[src/hdl/host_port_pkg.sv]
// Constants, field layout and types shared by the host mailbox port.
// Assumes a single 10 MHz core clock and a 16-bit core data path.
package host_port_pkg;

	////////////////////////////////////////////////////////////////////////
	// Widths
	localparam int DATA_W    = 16;
	localparam int BYTE_W    = 8;
	localparam int HADDR_W   = 3;
	localparam int CADDR_W   = 4;
	localparam int NUM_MBOX  = 6;
	localparam int INSTR_W   = 24;
	localparam int PM_ADDR_W = 11;
	localparam int SYNC_W    = 27;

	////////////////////////////////////////////////////////////////////////
	// Host-side register addresses (0..5 are the data mailboxes)
	localparam logic [HADDR_W-1:0] HADDR_LSTAT = 3'h6;
	localparam logic [HADDR_W-1:0] HADDR_USTAT = 3'h7;

	// Core-side word indices inside the data memory window
	localparam logic [CADDR_W-1:0] CIDX_LSTAT = 4'h6;
	localparam logic [CADDR_W-1:0] CIDX_USTAT = 4'h7;
	localparam logic [CADDR_W-1:0] CIDX_MASK  = 4'h8;

	////////////////////////////////////////////////////////////////////////
	// Field positions
	localparam int WFLD_LSB      = 0;
	localparam int RFLD_LSB      = 8;
	localparam int USTAT_BUSY    = 0;
	localparam int USTAT_DONE    = 1;
	localparam int USTAT_BYTE_HI = 2;
	localparam int USTAT_SRST    = 7;

	////////////////////////////////////////////////////////////////////////
	// Synchroniser bundle layout and its idle value
	localparam int PIN_DATA_LSB = 0;
	localparam int PIN_ADDR_LSB = 16;
	localparam int PIN_SB_N     = 19;
	localparam int PIN_SA_N     = 20;
	localparam int PIN_CS_N     = 21;
	localparam int PIN_ALE      = 22;
	localparam int PIN_WIDTH    = 23;
	localparam int PIN_STROBE   = 24;
	localparam int PIN_BUSMUX   = 25;
	localparam int PIN_BOOT     = 26;
	localparam logic [SYNC_W-1:0] PIN_IDLE = 27'h38_0000;

	////////////////////////////////////////////////////////////////////////
	// Reset values and timing
	localparam logic [DATA_W-1:0] WORD_ZERO    = 16'h0000;
	// Synchroniser output is valid only after the fourth edge out of reset
	localparam logic [2:0]        STRAP_SETTLE = 3'h4;

	// Boot loader
	localparam logic [PM_ADDR_W-1:0] BOOT_LAST = 11'h7ff;
	localparam int                   BOOT_LO_REG = 0;
	localparam int                   BOOT_HI_REG = 1;

	typedef enum logic [1:0] {
		BOOT_IDLE,
		BOOT_LOAD,
		BOOT_DONE
	} boot_state_type;

endpackage

[src/hdl/host_port.sv]
// Host mailbox port: asynchronous parallel host side, core data-memory side.
// Assumes host strobes and data are held several core clocks per phase.
//
// Behaviour
// - Host pins carry no clock; all are synchronised into core domain.
// - Host writes land any time; neither host nor core ever stalls.
// - Width strap selects 8-bit or 16-bit host transfers.
// - Strobe strap: separate read/write strobes, or read/write select plus strobe.
// - Bus strap: separate 3-bit address, or multiplexed bus latched by ALE.
// - Host sees a memory-mapped peripheral decoded from address and strobes.
// - Six data mailboxes, two status registers, one mailbox interrupt mask.
// - Core reaches the mailboxes as words in its data memory window.
// - Host and core read identical status registers.
// - Upper status holds a soft reset bit settable by host or core.
// - Host write to any mailbox raises a write interrupt request.
// - Completed host read of any mailbox raises a read interrupt request.
// - Per-mailbox read and write state is kept in status registers.
// - Mask holds separate read and write bits for each mailbox.
// - Interrupt reaches core only if mailbox mask and global enable set.
// - Interrupts and polling work together on the same flags.
// - In host boot, host-written words go automatically into program memory.
// - Boot strap selects host-port boot or external byte-wide memory boot.
// - Mailbox interrupts cannot be forced or cleared by core software.
`timescale 1ns/1ns
module host_port (
	input  wire logic                                   clk_i,
	input  wire logic                                   sys_rst_i,
	input  wire logic                                   host_cs_n_i,
	input  wire logic                                   host_strobe_a_n_i,
	input  wire logic                                   host_strobe_b_n_i,
	input  wire logic                                   host_ale_i,
	input  wire logic [host_port_pkg::HADDR_W-1:0]      host_addr_i,
	input  wire logic [host_port_pkg::DATA_W-1:0]       host_data_i,
	output logic      [host_port_pkg::DATA_W-1:0]       host_data_o,
	output logic                                        host_data_oe_o,
	input  wire logic                                   width_sel_i,
	input  wire logic                                   strobe_mode_select_i,
	input  wire logic                                   bus_mux_select_i,
	input  wire logic                                   boot_source_select_i,
	input  wire logic                                   core_sel_i,
	input  wire logic                                   core_rd_i,
	input  wire logic                                   core_wr_i,
	input  wire logic [host_port_pkg::CADDR_W-1:0]      core_addr_i,
	input  wire logic [host_port_pkg::DATA_W-1:0]       core_wdata_i,
	output logic      [host_port_pkg::DATA_W-1:0]       core_rdata_o,
	input  wire logic                                   core_write_irq_en_i,
	input  wire logic                                   core_read_irq_en_i,
	output logic                                        host_write_irq_o,
	output logic                                        host_read_irq_o,
	output logic                                        soft_reset_o,
	output logic                                        pm_we_o,
	output logic      [host_port_pkg::PM_ADDR_W-1:0]    pm_addr_o,
	output logic      [host_port_pkg::INSTR_W-1:0]      pm_data_o,
	output logic                                        boot_busy_o,
	output logic                                        boot_done_o,
	output logic                                        ext_boot_req_o
);

	localparam int NM = host_port_pkg::NUM_MBOX;
	localparam int DW = host_port_pkg::DATA_W;
	localparam int BW = host_port_pkg::BYTE_W;
	localparam int AW = host_port_pkg::HADDR_W;

	typedef struct packed {
		logic              straps_ok;
		logic [2:0]        strap_cnt;
		logic              width16;
		logic              strobe_rw;
		logic              bus_mux;
		logic              boot_host;
		logic              boot_start;
		logic              prev_act;
		logic [AW-1:0]     addr_lat;
		logic [AW-1:0]     cur_addr;
		logic              cur_wr;
		logic [DW-1:0]     data_cap;
		logic              byte_hi;
		logic [BW-1:0]     lo_byte;
		logic [NM-1:0][DW-1:0] mbox;
		logic [NM-1:0]     wflag;
		logic [NM-1:0]     rflag;
		logic [NM-1:0]     wmask;
		logic [NM-1:0]     rmask;
		logic              soft_rst;
		logic              srst_out;
		logic              irq_wr;
		logic              irq_rd;
		logic              boot_load;
		logic [DW-1:0]     host_dout;
		logic              host_doe;
		logic [DW-1:0]     core_rdata;
	} port_state_type;

	port_state_type s_ff;
	port_state_type nxt_s;

	logic [host_port_pkg::SYNC_W-1:0] pins;
	logic                             busy;
	logic                             done;

	////////////////////////////////////////////////////////////////////////
	// Helpers

	function automatic logic is_mbox(input logic [3:0] a);
		is_mbox = (a < 4'(NM));
	endfunction

	function automatic logic [NM-1:0] mbox_sel(input logic [3:0] a);
		mbox_sel = is_mbox(a) ? NM'(1) << a : '0;
	endfunction

	// Status words seen identically by host and core
	function automatic logic [DW-1:0] lstat_word(input port_state_type s);
		lstat_word = host_port_pkg::WORD_ZERO;
		lstat_word[host_port_pkg::WFLD_LSB +: NM] = s.wflag;
		lstat_word[host_port_pkg::RFLD_LSB +: NM] = s.rflag;
	endfunction

	function automatic logic [DW-1:0] ustat_word(input port_state_type s,
		input logic bsy, input logic dn);
		ustat_word = host_port_pkg::WORD_ZERO;
		ustat_word[host_port_pkg::USTAT_SRST]    = s.soft_rst;
		ustat_word[host_port_pkg::USTAT_BUSY]    = bsy;
		ustat_word[host_port_pkg::USTAT_DONE]    = dn;
		ustat_word[host_port_pkg::USTAT_BYTE_HI] = s.byte_hi;
	endfunction

	////////////////////////////////////////////////////////////////////////
	// Pin synchronisers and boot loader

	pin_sync #(
		.W       (host_port_pkg::SYNC_W),
		.RST_VAL (host_port_pkg::PIN_IDLE)
	) u_sync (
		.clk_i     (clk_i),
		.sys_rst_i (sys_rst_i),
		.pin_i     ({boot_source_select_i, bus_mux_select_i,
			strobe_mode_select_i, width_sel_i, host_ale_i, host_cs_n_i,
			host_strobe_a_n_i, host_strobe_b_n_i, host_addr_i,
			host_data_i}),
		.flt_o     (pins)
	);

	boot_loader u_boot (
		.clk_i          (clk_i),
		.sys_rst_i      (sys_rst_i),
		.start_i        (s_ff.boot_start),
		.host_boot_i    (s_ff.boot_host),
		.load_i         (s_ff.boot_load),
		.lo_word_i      (s_ff.mbox[host_port_pkg::BOOT_LO_REG]),
		.hi_word_i      (s_ff.mbox[host_port_pkg::BOOT_HI_REG]),
		.pm_we_o        (pm_we_o),
		.pm_addr_o      (pm_addr_o),
		.pm_data_o      (pm_data_o),
		.boot_busy_o    (busy),
		.boot_done_o    (done),
		.ext_boot_req_o (ext_boot_req_o)
	);

	////////////////////////////////////////////////////////////////////////
	// Next-state logic

	always_comb begin
		logic              act;
		logic              is_wr;
		logic              start;
		logic              fin;
		logic [AW-1:0]     haddr;
		logic [DW-1:0]     hword;
		logic [DW-1:0]     wdata;
		logic              commit;
		logic [NM-1:0]     wevt;
		logic [NM-1:0]     revt;
		logic [NM-1:0]     csel;
		logic [NM-1:0]     crd_clr;
		logic [NM-1:0]     cwr_clr;
		logic              srst_req;

		act      = 1'b0;
		is_wr    = 1'b0;
		start    = 1'b0;
		fin      = 1'b0;
		haddr    = '0;
		hword    = host_port_pkg::WORD_ZERO;
		wdata    = host_port_pkg::WORD_ZERO;
		commit   = 1'b0;
		wevt     = '0;
		revt     = '0;
		csel     = mbox_sel(core_addr_i);
		crd_clr  = '0;
		cwr_clr  = '0;
		srst_req = 1'b0;

		nxt_s            = s_ff;
		nxt_s.boot_start = 1'b0;
		nxt_s.boot_load  = 1'b0;
		nxt_s.srst_out   = 1'b0;

		// Straps are caught once the synchroniser has settled after reset
		if (!s_ff.straps_ok) begin
			nxt_s.strap_cnt = s_ff.strap_cnt + 1'b1;
			if (s_ff.strap_cnt == host_port_pkg::STRAP_SETTLE) begin
				nxt_s.straps_ok  = 1'b1;
				nxt_s.width16    = pins[host_port_pkg::PIN_WIDTH];
				nxt_s.strobe_rw  = pins[host_port_pkg::PIN_STROBE];
				nxt_s.bus_mux    = pins[host_port_pkg::PIN_BUSMUX];
				nxt_s.boot_host  = pins[host_port_pkg::PIN_BOOT];
				nxt_s.boot_start = 1'b1;
			end
		end

		// Strobe decode; in select mode strobe A is read-high/write-low
		if (s_ff.strobe_rw) begin
			act   = !pins[host_port_pkg::PIN_SB_N];
			is_wr = !pins[host_port_pkg::PIN_SA_N];
		end else begin
			act   = !pins[host_port_pkg::PIN_SA_N] ||
				!pins[host_port_pkg::PIN_SB_N];
			is_wr = !pins[host_port_pkg::PIN_SB_N];
		end
		act   = act && s_ff.straps_ok && !pins[host_port_pkg::PIN_CS_N];
		start = act && !s_ff.prev_act;
		fin   = !act && s_ff.prev_act;
		nxt_s.prev_act = act;

		// Transparent address latch while ALE is high
		if (s_ff.bus_mux && pins[host_port_pkg::PIN_ALE]) begin
			nxt_s.addr_lat = pins[host_port_pkg::PIN_DATA_LSB +: AW];
		end
		if (start) begin
			nxt_s.cur_addr = s_ff.bus_mux ? s_ff.addr_lat :
				pins[host_port_pkg::PIN_ADDR_LSB +: AW];
			nxt_s.cur_wr   = is_wr;
		end
		if (act) begin
			nxt_s.data_cap = pins[host_port_pkg::PIN_DATA_LSB +: DW];
		end

		// Host read data, driven only during a read strobe
		haddr = nxt_s.cur_addr;
		if (haddr == host_port_pkg::HADDR_LSTAT) begin
			hword = lstat_word(s_ff);
		end else if (haddr == host_port_pkg::HADDR_USTAT) begin
			hword = ustat_word(s_ff, busy, done);
		end else begin
			hword = s_ff.mbox[haddr];
		end
		nxt_s.host_doe = act && !nxt_s.cur_wr;
		if (s_ff.width16) begin
			nxt_s.host_dout = hword;
		end else begin
			nxt_s.host_dout = {{BW{1'b0}},
				s_ff.byte_hi ? hword[DW-1:BW] : hword[BW-1:0]};
		end

		// End of host access; 8-bit mode pairs low byte then high byte
		if (fin) begin
			commit = s_ff.width16 || s_ff.byte_hi;
			if (!s_ff.width16) begin
				nxt_s.byte_hi = !s_ff.byte_hi;
			end
			if (s_ff.cur_wr && !s_ff.width16 && !s_ff.byte_hi) begin
				nxt_s.lo_byte = s_ff.data_cap[BW-1:0];
			end
			wdata = s_ff.width16 ? s_ff.data_cap :
				{s_ff.data_cap[BW-1:0], s_ff.lo_byte};
			if (commit && s_ff.cur_wr) begin
				wevt = mbox_sel({1'b0, s_ff.cur_addr});
				if (s_ff.cur_addr == host_port_pkg::HADDR_USTAT) begin
					srst_req = wdata[host_port_pkg::USTAT_SRST];
				end
			end else if (commit) begin
				revt = mbox_sel({1'b0, s_ff.cur_addr});
			end
		end

		// Core access, single cycle, never waits on the host
		if (core_sel_i && core_wr_i) begin
			cwr_clr = csel;
			for (int i = 0; i < NM; i++) begin
				if (csel[i] && !wevt[i]) begin
					nxt_s.mbox[i] = core_wdata_i;
				end
			end
			if (core_addr_i == host_port_pkg::CIDX_USTAT) begin
				srst_req = srst_req ||
					core_wdata_i[host_port_pkg::USTAT_SRST];
			end
			if (core_addr_i == host_port_pkg::CIDX_MASK) begin
				nxt_s.wmask = core_wdata_i[host_port_pkg::WFLD_LSB +: NM];
				nxt_s.rmask = core_wdata_i[host_port_pkg::RFLD_LSB +: NM];
			end
		end
		if (core_sel_i && core_rd_i) begin
			crd_clr = csel;
			if (is_mbox(core_addr_i)) begin
				nxt_s.core_rdata = s_ff.mbox[core_addr_i[AW-1:0]];
			end else if (core_addr_i == host_port_pkg::CIDX_LSTAT) begin
				nxt_s.core_rdata = lstat_word(s_ff);
			end else if (core_addr_i == host_port_pkg::CIDX_USTAT) begin
				nxt_s.core_rdata = ustat_word(s_ff, busy, done);
			end else if (core_addr_i == host_port_pkg::CIDX_MASK) begin
				nxt_s.core_rdata = host_port_pkg::WORD_ZERO;
				nxt_s.core_rdata[host_port_pkg::WFLD_LSB +: NM] = s_ff.wmask;
				nxt_s.core_rdata[host_port_pkg::RFLD_LSB +: NM] = s_ff.rmask;
			end else begin
				nxt_s.core_rdata = host_port_pkg::WORD_ZERO;
			end
		end

		// Host write wins over a same-cycle core write to one mailbox
		for (int i = 0; i < NM; i++) begin
			if (wevt[i]) begin
				nxt_s.mbox[i] = wdata;
			end
		end

		// Hardware set wins over the core's clearing access
		nxt_s.wflag = (s_ff.wflag & ~crd_clr) | wevt;
		nxt_s.rflag = (s_ff.rflag & ~cwr_clr) | revt;

		// Requests derive only from host events, masks and global enables: no software force
		nxt_s.irq_wr = core_write_irq_en_i && |(wevt & s_ff.wmask);
		nxt_s.irq_rd = core_read_irq_en_i && |(revt & s_ff.rmask);

		if (s_ff.boot_host && wevt[host_port_pkg::BOOT_HI_REG]) begin
			nxt_s.boot_load = 1'b1;
		end

		// Soft reset holds one cycle, then wipes mailbox state
		if (s_ff.soft_rst) begin
			nxt_s.soft_rst = 1'b0;
			nxt_s.srst_out = 1'b1;
			nxt_s.mbox     = '0;
			nxt_s.wflag    = '0;
			nxt_s.rflag    = '0;
			nxt_s.byte_hi  = 1'b0;
		end else if (srst_req) begin
			nxt_s.soft_rst = 1'b1;
		end
	end

	////////////////////////////////////////////////////////////////////////
	// State register

	always_ff @(posedge clk_i) begin
		if (sys_rst_i) begin
			s_ff <= '0;
		end else begin
			s_ff <= nxt_s;
		end
	end

	////////////////////////////////////////////////////////////////////////
	// Outputs; polling and interrupts share the same flags
	assign host_data_o      = s_ff.host_dout;
	assign host_data_oe_o   = s_ff.host_doe;
	assign core_rdata_o     = s_ff.core_rdata;
	assign host_write_irq_o = s_ff.irq_wr;
	assign host_read_irq_o  = s_ff.irq_rd;
	assign soft_reset_o     = s_ff.srst_out;
	assign boot_busy_o      = busy;
	assign boot_done_o      = done;

endmodule

[src/hdl/pin_sync.sv]
// Three-stage synchroniser with agreement filter for asynchronous pins.
// Assumes pins are quasi-static across a few core clocks per change.
`timescale 1ns/1ns
module pin_sync #(
	parameter int           W       = 1,
	parameter logic [W-1:0] RST_VAL = '0
) (
	input  wire logic         clk_i,
	input  wire logic         sys_rst_i,
	input  wire logic [W-1:0] pin_i,
	output logic      [W-1:0] flt_o
);

	typedef struct packed {
		logic [W-1:0] s1;
		logic [W-1:0] s2;
		logic [W-1:0] s3;
		logic [W-1:0] flt;
	} sync_state_type;

	sync_state_type s_ff;
	sync_state_type nxt_s;

	////////////////////////////////////////////////////////////////////////
	// First stage feeds only the second; update once stages two and three agree
	always_comb begin
		nxt_s     = s_ff;
		nxt_s.s1  = pin_i;
		nxt_s.s2  = s_ff.s1;
		nxt_s.s3  = s_ff.s2;
		nxt_s.flt = (s_ff.s2 & s_ff.s3) | (s_ff.flt & (s_ff.s2 | s_ff.s3));
	end

	always_ff @(posedge clk_i) begin
		if (sys_rst_i) begin
			s_ff <= {RST_VAL, RST_VAL, RST_VAL, RST_VAL};
		end else begin
			s_ff <= nxt_s;
		end
	end

	assign flt_o = s_ff.flt;

endmodule

[src/hdl/boot_loader.sv]
// Moves host-written instruction words from the mailbox into program memory.
// Assumes a one-cycle load pulse when the high part of a word is written.
`timescale 1ns/1ns
module boot_loader (
	input  wire logic                                  clk_i,
	input  wire logic                                  sys_rst_i,
	input  wire logic                                  start_i,
	input  wire logic                                  host_boot_i,
	input  wire logic                                  load_i,
	input  wire logic [host_port_pkg::DATA_W-1:0]      lo_word_i,
	input  wire logic [host_port_pkg::DATA_W-1:0]      hi_word_i,
	output logic                                       pm_we_o,
	output logic      [host_port_pkg::PM_ADDR_W-1:0]   pm_addr_o,
	output logic      [host_port_pkg::INSTR_W-1:0]     pm_data_o,
	output logic                                       boot_busy_o,
	output logic                                       boot_done_o,
	output logic                                       ext_boot_req_o
);

	typedef struct packed {
		host_port_pkg::boot_state_type           st;
		logic [host_port_pkg::PM_ADDR_W-1:0]     addr;
		logic [host_port_pkg::INSTR_W-1:0]       data;
		logic                                    we;
		logic                                    ext;
	} boot_s_type;

	boot_s_type s_ff;
	boot_s_type nxt_s;

	always_comb begin
		nxt_s    = s_ff;
		nxt_s.we = 1'b0;
		case (s_ff.st)
			host_port_pkg::BOOT_IDLE: begin
				if (start_i && host_boot_i) begin
					nxt_s.st = host_port_pkg::BOOT_LOAD;
				end else if (start_i) begin
					nxt_s.ext = 1'b1;
					nxt_s.st  = host_port_pkg::BOOT_DONE;
				end
			end
			host_port_pkg::BOOT_LOAD: begin
				if (s_ff.we) begin
					nxt_s.addr = s_ff.addr + 1'b1;
					if (s_ff.addr == host_port_pkg::BOOT_LAST) begin
						nxt_s.st = host_port_pkg::BOOT_DONE;
					end
				end else if (load_i) begin
					nxt_s.data = {hi_word_i[host_port_pkg::BYTE_W-1:0],
						lo_word_i};
					nxt_s.we   = 1'b1;
				end
			end
			host_port_pkg::BOOT_DONE: begin
				nxt_s.ext = s_ff.ext;
			end
			default: begin
				nxt_s.st = host_port_pkg::BOOT_IDLE;
			end
		endcase
	end

	always_ff @(posedge clk_i) begin
		if (sys_rst_i) begin
			s_ff <= '{st: host_port_pkg::BOOT_IDLE, default: '0};
		end else begin
			s_ff <= nxt_s;
		end
	end

	assign pm_we_o        = s_ff.we;
	assign pm_addr_o      = s_ff.addr;
	assign pm_data_o      = s_ff.data;
	assign boot_busy_o    = (s_ff.st == host_port_pkg::BOOT_LOAD);
	assign boot_done_o    = (s_ff.st == host_port_pkg::BOOT_DONE);
	assign ext_boot_req_o = s_ff.ext;

endmodule

[config.mk]
export PLATFORM = sky130hd
export DESIGN_NAME = host_port
export DESIGN_NICKNAME = d
export VERILOG_FILES = /design/src/hdl/host_port_pkg.sv /design/src/hdl/host_port.sv /design/src/hdl/pin_sync.sv /design/src/hdl/boot_loader.sv
export SDC_FILE = /design/constraint.sdc
export NUM_CORES = 1
export LEC_CHECK = 0
export ABC_CLOCK_PERIOD_IN_PS = 4500
export BUFFER_PORTS_ARGS = -buffer_cell sky130_fd_sc_hd__buf_2
export CAP_MARGIN = 30
export CORE_MARGIN = 1.5
export CORE_UTILIZATION = 55
export DETAILED_ROUTE_END_ITERATION = 10
export PLACE_DENSITY = 0.73
export SLEW_MARGIN = 5
export SYNTH_ARGS = -nofsm -noshare
export SYNTH_HDL_FRONTEND = slang
export SYNTH_SLANG_ARGS = --single-unit
[constraint.sdc]
create_clock -name clk_i -period 4.5 [get_ports clk_i]
set_clock_uncertainty 0.1 [all_clocks]
set_input_delay 0.675 -clock clk_i [delete_from_list [all_inputs] [get_ports clk_i]]
set_output_delay 0.675 -clock clk_i [all_outputs]
set_load 0.02 [all_outputs]
==> flow_summary.toml, run 1 <==
[global_route]
grt_start_max_net_pins = 67
grt_pass1_wl_um = 71040
overflow = 0
grt_pass1_vias = 12180
track_usage_pct = 31.79
antenna_found_initial = 0

[critical_path]
required_ns = 4.79
path_class = "flop to flop"
worstSetupStartpointType = "flop"
critPathArrivalTime_ns = 3.51
worst-path-max-fanout = 19
ff2ff_setup_slack_ns = 1.27
cp_num_buf_inv = 0
critPathCaptureType = "flop"
crit_slowest_cell = "nand2_1"
crit_path_max_incr_delay_ns = 0.75
cp_top_family = "simple AND/OR/NAND/NOR gates"
path_cells = "nor3b_2, nand3_1, nand2_1, mux2_2, a221oi_1, o32ai_1"

[finish]
fill_cells = 2483
drive_gt1_share_pct = 16.33
synthToLayoutAreaGrowth_pct = 10.09
final_area_um2 = 17100
fin_nets = 1807

[logic_synthesis]
synth_seq_area_share_pct = 44.72
synth_top_family_by_area = "simple AND/OR/NAND/NOR gates"
yosys.area_share.xor_xnor_pct = 0.6203
synth_flop_cell = "dfxtp_1"
netlist.area_leader.share_pct = 44.72
yosys.area_share.simple_pct = 18.94
ys_types = 64
synth_edf_count = 0
synth.cell_area_um2 = 15530
synth_top_area_cell = "dfxtp_1"
yosys_warnings = 0
synthTopCellsByArea = "dfxtp_1 45%, mux2i_1 5.5%, nand2_1 5.2%"
synth_fa_ha_area_share_pct = 0.2417
ys_async_sr_fraction_pct = 0
synth_seq_cells = 347
synthMuxAreaShare_pct = 11.25
postSynthAreaPerCell_um2 = 8.896
synth_fp_nets = 1803
synth_compound_area_share_pct = 17.37
synth_cells = 1746

[pwr]
power_density_nw_per_um2 = 380.0
ir_drop_v = 0.0002903
p_leak_nw = 6.538
power_mw = 6.498

[flow_run]
max_cap_violations = 0

[placement]
dpl.hpwl_um = 32060
dp_slack_ns = 1.365
port-buffer-count = 128
dpl_cell_area_um2 = 15890
gp_congestion = 0.9987

[route]
vias = 13200
drt-pass1-iter-count = 6
via_per_inst = 6.123
wirelength_um = 46280
drt_iter0_markers = 1291
drt-wirelength-per-cell_um = 21.47
final_antenna_net_count = 0
route.detailed.drc = 0

[die]
core_area_um2 = 27780
initial_core_util_pct = 55.91
die_h_um = 171.1
dieArea_um2 = 29260
io_pins = 129
row_count = 61
die_x_um = 171.1

[sta]
setup_slack_ns = 1.271
fmax_mhz = 309.6
fin_crit_ns = 3.229
hold_viol_final = 0
setup_violations = 0
worst_slew_pin_slew_ns = 0.9900
fin_hold_ws_ns = 0.2321
relSlewSlack_pct = 33.69
finalCritPeriodShare_pct = 71.77
finalSetupTns_ns = 0
grt_setup_unrepaired = "false"
slew_viol_final = 0

[cts]
clock_latency_ns = 0.53
cts.path.max_buffers = 3
ctsHoldBuffers = 0
clock_tree.root_cell = "clkbuf_16"
cts_setup_buffers = 0
post_cts_resized = 0
cts_tree = "done"
clk_pin_slew_ns = 0.06
cts_htree_levels = 2
numCtsBuffers = 36
cts.sinks = 347

[status]
status = "completed"

[min_path]
holdCritPathClass = "input port to flop"
area by class of cell:
cell class                 instances  area (um2)  area share (%)
multi-input combinational       1197        7543           44.12
sequential                       347        6947           40.63
clock buffer                      48        1017           5.949
timing repair buffer             158       888.4           5.195
tap                              378       473.0           2.766
clock inverter                    16       190.2           1.112
inverter                          10       37.54          0.2195
antenna                            1       2.502         0.01463
where the power goes:
group          switching, mW  internal, mW  total [mW]
clock                   1.23          1.82        3.05
sequential            0.0287          3.12        3.15
combinational          0.194        0.0997       0.294
worst paths after layout:
path | startpoint | endpoint | depth (start not counted)
setup / recovery | s_ff[199] | host_data_o[7] | 6
hold / removal | host_strobe_b_n_i | u_sync.nxt_s[73] | 2
setup reg to reg | s_ff[199] | host_data_o[7] | 6
hold reg to reg | u_sync.nxt_s[74] | u_sync.nxt_s[47] | 1
state kept, by name (all words and copies together), names as in the netlist:
name and count:
core_rdata_o 16, u_sync.flt_o 27, soft_reset_o 1, host_data_o 16
u_sync.nxt_s 54, s_ff 164, host_read_irq_o 1, host_data_oe_o 1
host_write_irq_o 1, u_sync.s_ff 27, u_boot.pm_data_o 24, u_boot.pm_addr_o 11
u_boot.pm_we_o 1, u_boot.ext_boot_req_o 1, u_boot.s_ff 2
per-layer routing:
layer / vias to the layer above / track usage, % / routed length, um
met5: - / 0 / 0
li1: 6128 / - / -
met3: 130 / 4.835 / 4415
met1: 6250 / 42.77 / 19190
met2: 688 / 49.56 / 20150
met4: 0 / 16.29 / 2520
cells in the final DEF, fill, tap and decap left out, types with 33 or more instances in the layout:
master     synthesis  routed
dfxtp_1          347     347
nand2_1          215     215
nor2_1           147     147
a21oi_1          133     133
buf_2             11     127
nor2b_1          116     116
a211oi_1         105     105
mux2i_1           86      86
o21ai_0           82      82
nand3_1           69      69
clkbuf_16          0      37
a311oi_1          35      35
mux2_2            33      33
logic make-up after synthesis:
family,Yosys count
fa+ha+maj,3
xor+xnor,11
mux,141
buf+inv,202
compound gates,418
flops,347
simple gates,624
Yosys cell counts, types with 4 or more instances:
library cell / count
buf_4: 68
a22oi_1: 9
o22ai_1: 5
nand3_1: 69
buf_1: 10
and2_1: 5
mux4_1: 5
nand2_1: 215
nand4_1: 13
clkbuf_1: 99
and3_1: 8
dfxtp_1: 347
nor2b_1: 116
mux2i_1: 86
a311oi_1: 35
xnor2_1: 5
nor3_1: 10
o21ai_0: 82
o32ai_1: 4
nor2_1: 147
buf_2: 11
a21oi_1: 133
inv_1: 9
a211oi_1: 105
mux2_2: 33
nand2b_1: 9
a21o_1: 5
a221oi_1: 13
or2_2: 13
mux4_2: 17
xor2_1: 6
stage by stage:
stage	instances	utilization [%]
2_1_floorplan	1746	-
3_5_place_dp	2090	57.19
4_1_cts	2154	61.54
5_1_grt	2154	61.54
6_report	2155	61.55
3_3_place_gp	2089	57.15
Power figures use the tool's default switching activity.
==> run 2: changes to the inputs <==
--- a/config.mk
+++ b/config.mk
@@ -5,13 +5,14 @@
 export SDC_FILE = /design/constraint.sdc
 export NUM_CORES = 1
 export LEC_CHECK = 0
-export ABC_CLOCK_PERIOD_IN_PS = 4500
+export ABC_AREA = 1
+export ABC_CLOCK_PERIOD_IN_PS = 2650
 export BUFFER_PORTS_ARGS = -buffer_cell sky130_fd_sc_hd__buf_2
 export CAP_MARGIN = 30
 export CORE_MARGIN = 1.5
-export CORE_UTILIZATION = 55
+export CORE_UTILIZATION = 54
 export DETAILED_ROUTE_END_ITERATION = 10
-export PLACE_DENSITY = 0.73
+export PLACE_DENSITY = 0.75
 export SLEW_MARGIN = 5
 export SYNTH_ARGS = -nofsm -noshare
 export SYNTH_HDL_FRONTEND = slang
==> constraint.sdc (replaced) <==
create_clock -name clk_i -period 2.65 [get_ports clk_i]
set_clock_uncertainty 0.1 [all_clocks]
set_input_delay 0.3975 -clock clk_i [delete_from_list [all_inputs] [get_ports clk_i]]
set_output_delay 0.3975 -clock clk_i [all_outputs]
set_load 0.02 [all_outputs]
==> run 2 against run 1 <==
Compared with the run above:
- final cell count up 22%
- critical endpoint is now host_data_o[1]
- highest routed layer unchanged
- largest power group unchanged
- register-to-register slack worse by 1.1 ns
- combinational power up 110%
- clock-buffer cell count increased by 9
- synthesized cell count rose by 21%
- critical path depth up 5
- sequential power grew 70%
- final area grew 2.7%
==> flow_summary.toml, run 2 <==
[logic_synthesis]
synthTopCellsByArea = "dfxtp_1 46%, nand2_1 10%, o21ai_0 6.8%"
yosys-top-cells-count = "417 x nand2_1, 347 x dfxtp_1, 241 x nor2_1"
synth.cell_area_um2 = 15140
yosys.area_share.xor_xnor_pct = 0.05787
synth_edf_count = 0
synth_seq_area_share_pct = 45.90
yosys_warnings = 0
synth_flop_cell = "dfxtp_1"
synthMuxAreaShare_pct = 0
synth_compound_area_share_pct = 19.10
synth_top_family_by_area = "simple AND/OR/NAND/NOR gates"
netlist.area_leader.share_pct = 45.90
postSynthAreaPerCell_um2 = 7.170
synth_top_area_cell = "dfxtp_1"
ys_types = 40
synth_most_common_cell = "nand2_1"
ys_async_sr_fraction_pct = 0
synth_cells = 2111
synth_seq_cells = 347
yosys.area_share.simple_pct = 22.57
synth_fa_ha_area_share_pct = 0.2480
synth_fp_nets = 2168

[cts]
numCtsBuffers = 37
cts_setup_buffers = 0
clock_latency_ns = 0.53
cts_htree_levels = 2
cts_tree = "done"
clk_pin_slew_ns = 0.06
cts.sinks = 347
clock_tree.root_cell = "clkbuf_16"
cts.path.max_buffers = 3

[route]
drt-pass1-iter-count = 6
via_per_inst = 5.742
wirelength_um = 54990
vias = 15110
drt-wirelength-per-cell_um = 20.90
route.detailed.drc = 0
final_antenna_net_count = 0
drt_iter0_markers = 1853

[global_route]
grtUsageMet1_pct = 50.29
grt_start_max_net_pins = 82
grt_pass1_wl_um = 82520
overflow = 0
busiest_layer = "met2"
grt_pass1_vias = 13960
grtUsageMet3_pct = 8.372
track_usage_pct = 38.02
met2_usage_pct = 57.80
antenna_found_initial = 1

[placement]
port-buffer-count = 128
dpl_cell_area_um2 = 16110
dpl.hpwl_um = 39840
gp_congestion = 1.018
dp_cells = 2539

[sta]
fin_crit_ns = 2.479
relSlewSlack_pct = 48.85
finalCritPeriodShare_pct = 93.54
worst_slew_pin_slew_ns = 0.7592
setup_violations = 0
grt_setup_unrepaired = "false"
slew_viol_final = 0
hold_viol_final = 0
finalSetupTns_ns = 0
fmax_mhz = 403.4

[pwr]
p_sw_mw = 2.543
pwr-share-comb_pct = 5.5
seq_power_share_pct = 48.5
p_leak_nw = 7.015
swShare_pct = 23.02
ir_drop_v = 0.0006350
power_frac_clock_pct = 46.0
p_int_mw = 8.504
power_density_nw_per_um2 = 629.1

[finish]
mostFrequentLayoutCells = "416 x nand2_1, 347 x dfxtp_1, 240 x nor2_1"
postLayoutCoreUtil_pct = 63.39
drive_gt1_share_pct = 13.68
synthToLayoutAreaGrowth_pct = 16.03
largest_register_ff_count = 164
final_cells = 2631
regMostFlops = "s_ff"
layout_commonest_cell = "nand2_1"
final_area_um2 = 17560
fin_nets = 2283

[critical_path]
crit_path_max_incr_delay_ns = 0.39
worst-path-max-fanout = 39
rr_worst_depth = 11
required_ns = 2.95
path_cells = "o21ai_2, nand3_4, nand2_1, nand2_1, buf_12, nor2_1, nand2_1, nand2_1, nor2_1, nor3_1, nor2_1"
r2r-end = "host_data_o[1]"
critPathLaunch = "s_ff[194]"
path_common_cell = "nand2_1"
ff2ff_setup_slack_ns = 0.17
r2r-start = "s_ff[194]"
critPathCaptureType = "flop"
crit_end = "host_data_o[1]"
path_class = "flop to flop"
critPathArrivalTime_ns = 2.78
worstSetupStartpointType = "flop"
crit_slowest_cell = "nor2_1"

[die]
die_h_um = 170.4
io_pins = 129
core_area_um2 = 27710
initial_core_util_pct = 54.63
die_x_um = 170.4
dieArea_um2 = 29040
row_count = 61

[status]
status = "completed"

[min_path]
holdCritPathClass = "input port to flop"

[flow_run]
max_cap_violations = 0
[run 2: changes by cell type after synthesis, sizes merged, moves of 26 or more]
cell | previous run | this run
inv | 9 | 234
nand2 | 216 | 420
o21ai | 84 | 215
nor2b | 116 | 0
a211oi | 105 | 4
nor2 | 147 | 246
a31oi | 4 | 95
mux2i | 86 | 0
nand3 | 69 | 116
a311oi | 35 | 0
mux2 | 33 | 0
clkbuf | 99 | 73
[run 2: what timing repair did]
action,in CTS,in global routing
endpoints found under the hold margin,26,0
resized for setup,0,2
hold buffers,26,0
endpoints found under the setup margin,0,13
[run 2: power by group through the flow]
stage,combinational [mW],sequential [mW],clock [mW]
2_1_floorplan,0.322,5.45,0
5_1_grt,0.652,5.36,5.35
4_1_cts,0.588,5.35,5.11
3_5_place_dp,0.556,5.47,0
6_report,0.607,5.36,5.08
3_3_place_gp,0.548,5.46,0
[run 2: stage by stage]
stage               hold slack, ns  setup slack (ns)  total power [mW]
global route               0.01692           0.01971             11.36
detailed placement          0.2945            0.1852             6.024
finish                    0.004939            0.1711             11.05
CTS                       0.005753            0.1531             11.05
global placement            0.2907            0.2153             6.013
floorplan                   0.2883            0.7273             5.774
[run 2: kinds of logic (layout without fill, tap and decap cells)]
logic type                 after synthesis  count (layout)
xor gates and xnor gates                 1               1
buffers and inverters                  411             552
AOI/OAI and AO/OA                      518             518
adders and majority gates                3               3
other                                    0               1
DFF                                    347             347
and+or+nand+nor                        831             831
[run 2: worst min-delay path by stage]
stage / cells past startpoint / end / slack, ns / startpoint
2_1_floorplan: 2 / u_sync.nxt_s[27] / 0.29 / u_sync.nxt_s[54]
3_3_place_gp: 2 / u_sync.nxt_s[44] / 0.29 / u_sync.nxt_s[71]
3_5_place_dp: 2 / u_sync.nxt_s[32] / 0.29 / u_sync.nxt_s[59]
4_1_cts: 3 / u_sync.nxt_s[63] / 0.006 / host_data_i[9]
5_1_grt: 3 / u_sync.nxt_s[63] / 0.02 / host_data_i[9]
6_report: 3 / u_sync.nxt_s[63] / 0.005 / host_data_i[9]
[run 2: area by class of cell]
cell class,count,area (um2)
Antenna cell,1,2.502
Clock buffer,57,1081
Clock inverter,8,100.1
Fill cell,2518,10140
Inverter,237,889.6
Multi-Input combinational cell,1353,6357
Sequential cell,347,6947
Tap cell,378,473.0
Timing Repair Buffer,250,1712
[run 2: worst max-delay path, delay by kind of cell, from the launching register on]
kind	cells	cell delay (ns)
DFF	1	0.34
AOI/OAI and AO/OA	1	0.30
and+or+nand+nor	9	1.37
buffers and inverters	1	0.22
[run 2: routing by layer]
layer  vias up  part of all wire [%]
li1       7101                     -
met1      7000                    41
met2       847                    42
met3       159                    11
met4         0                   5.8
met5         -                     0
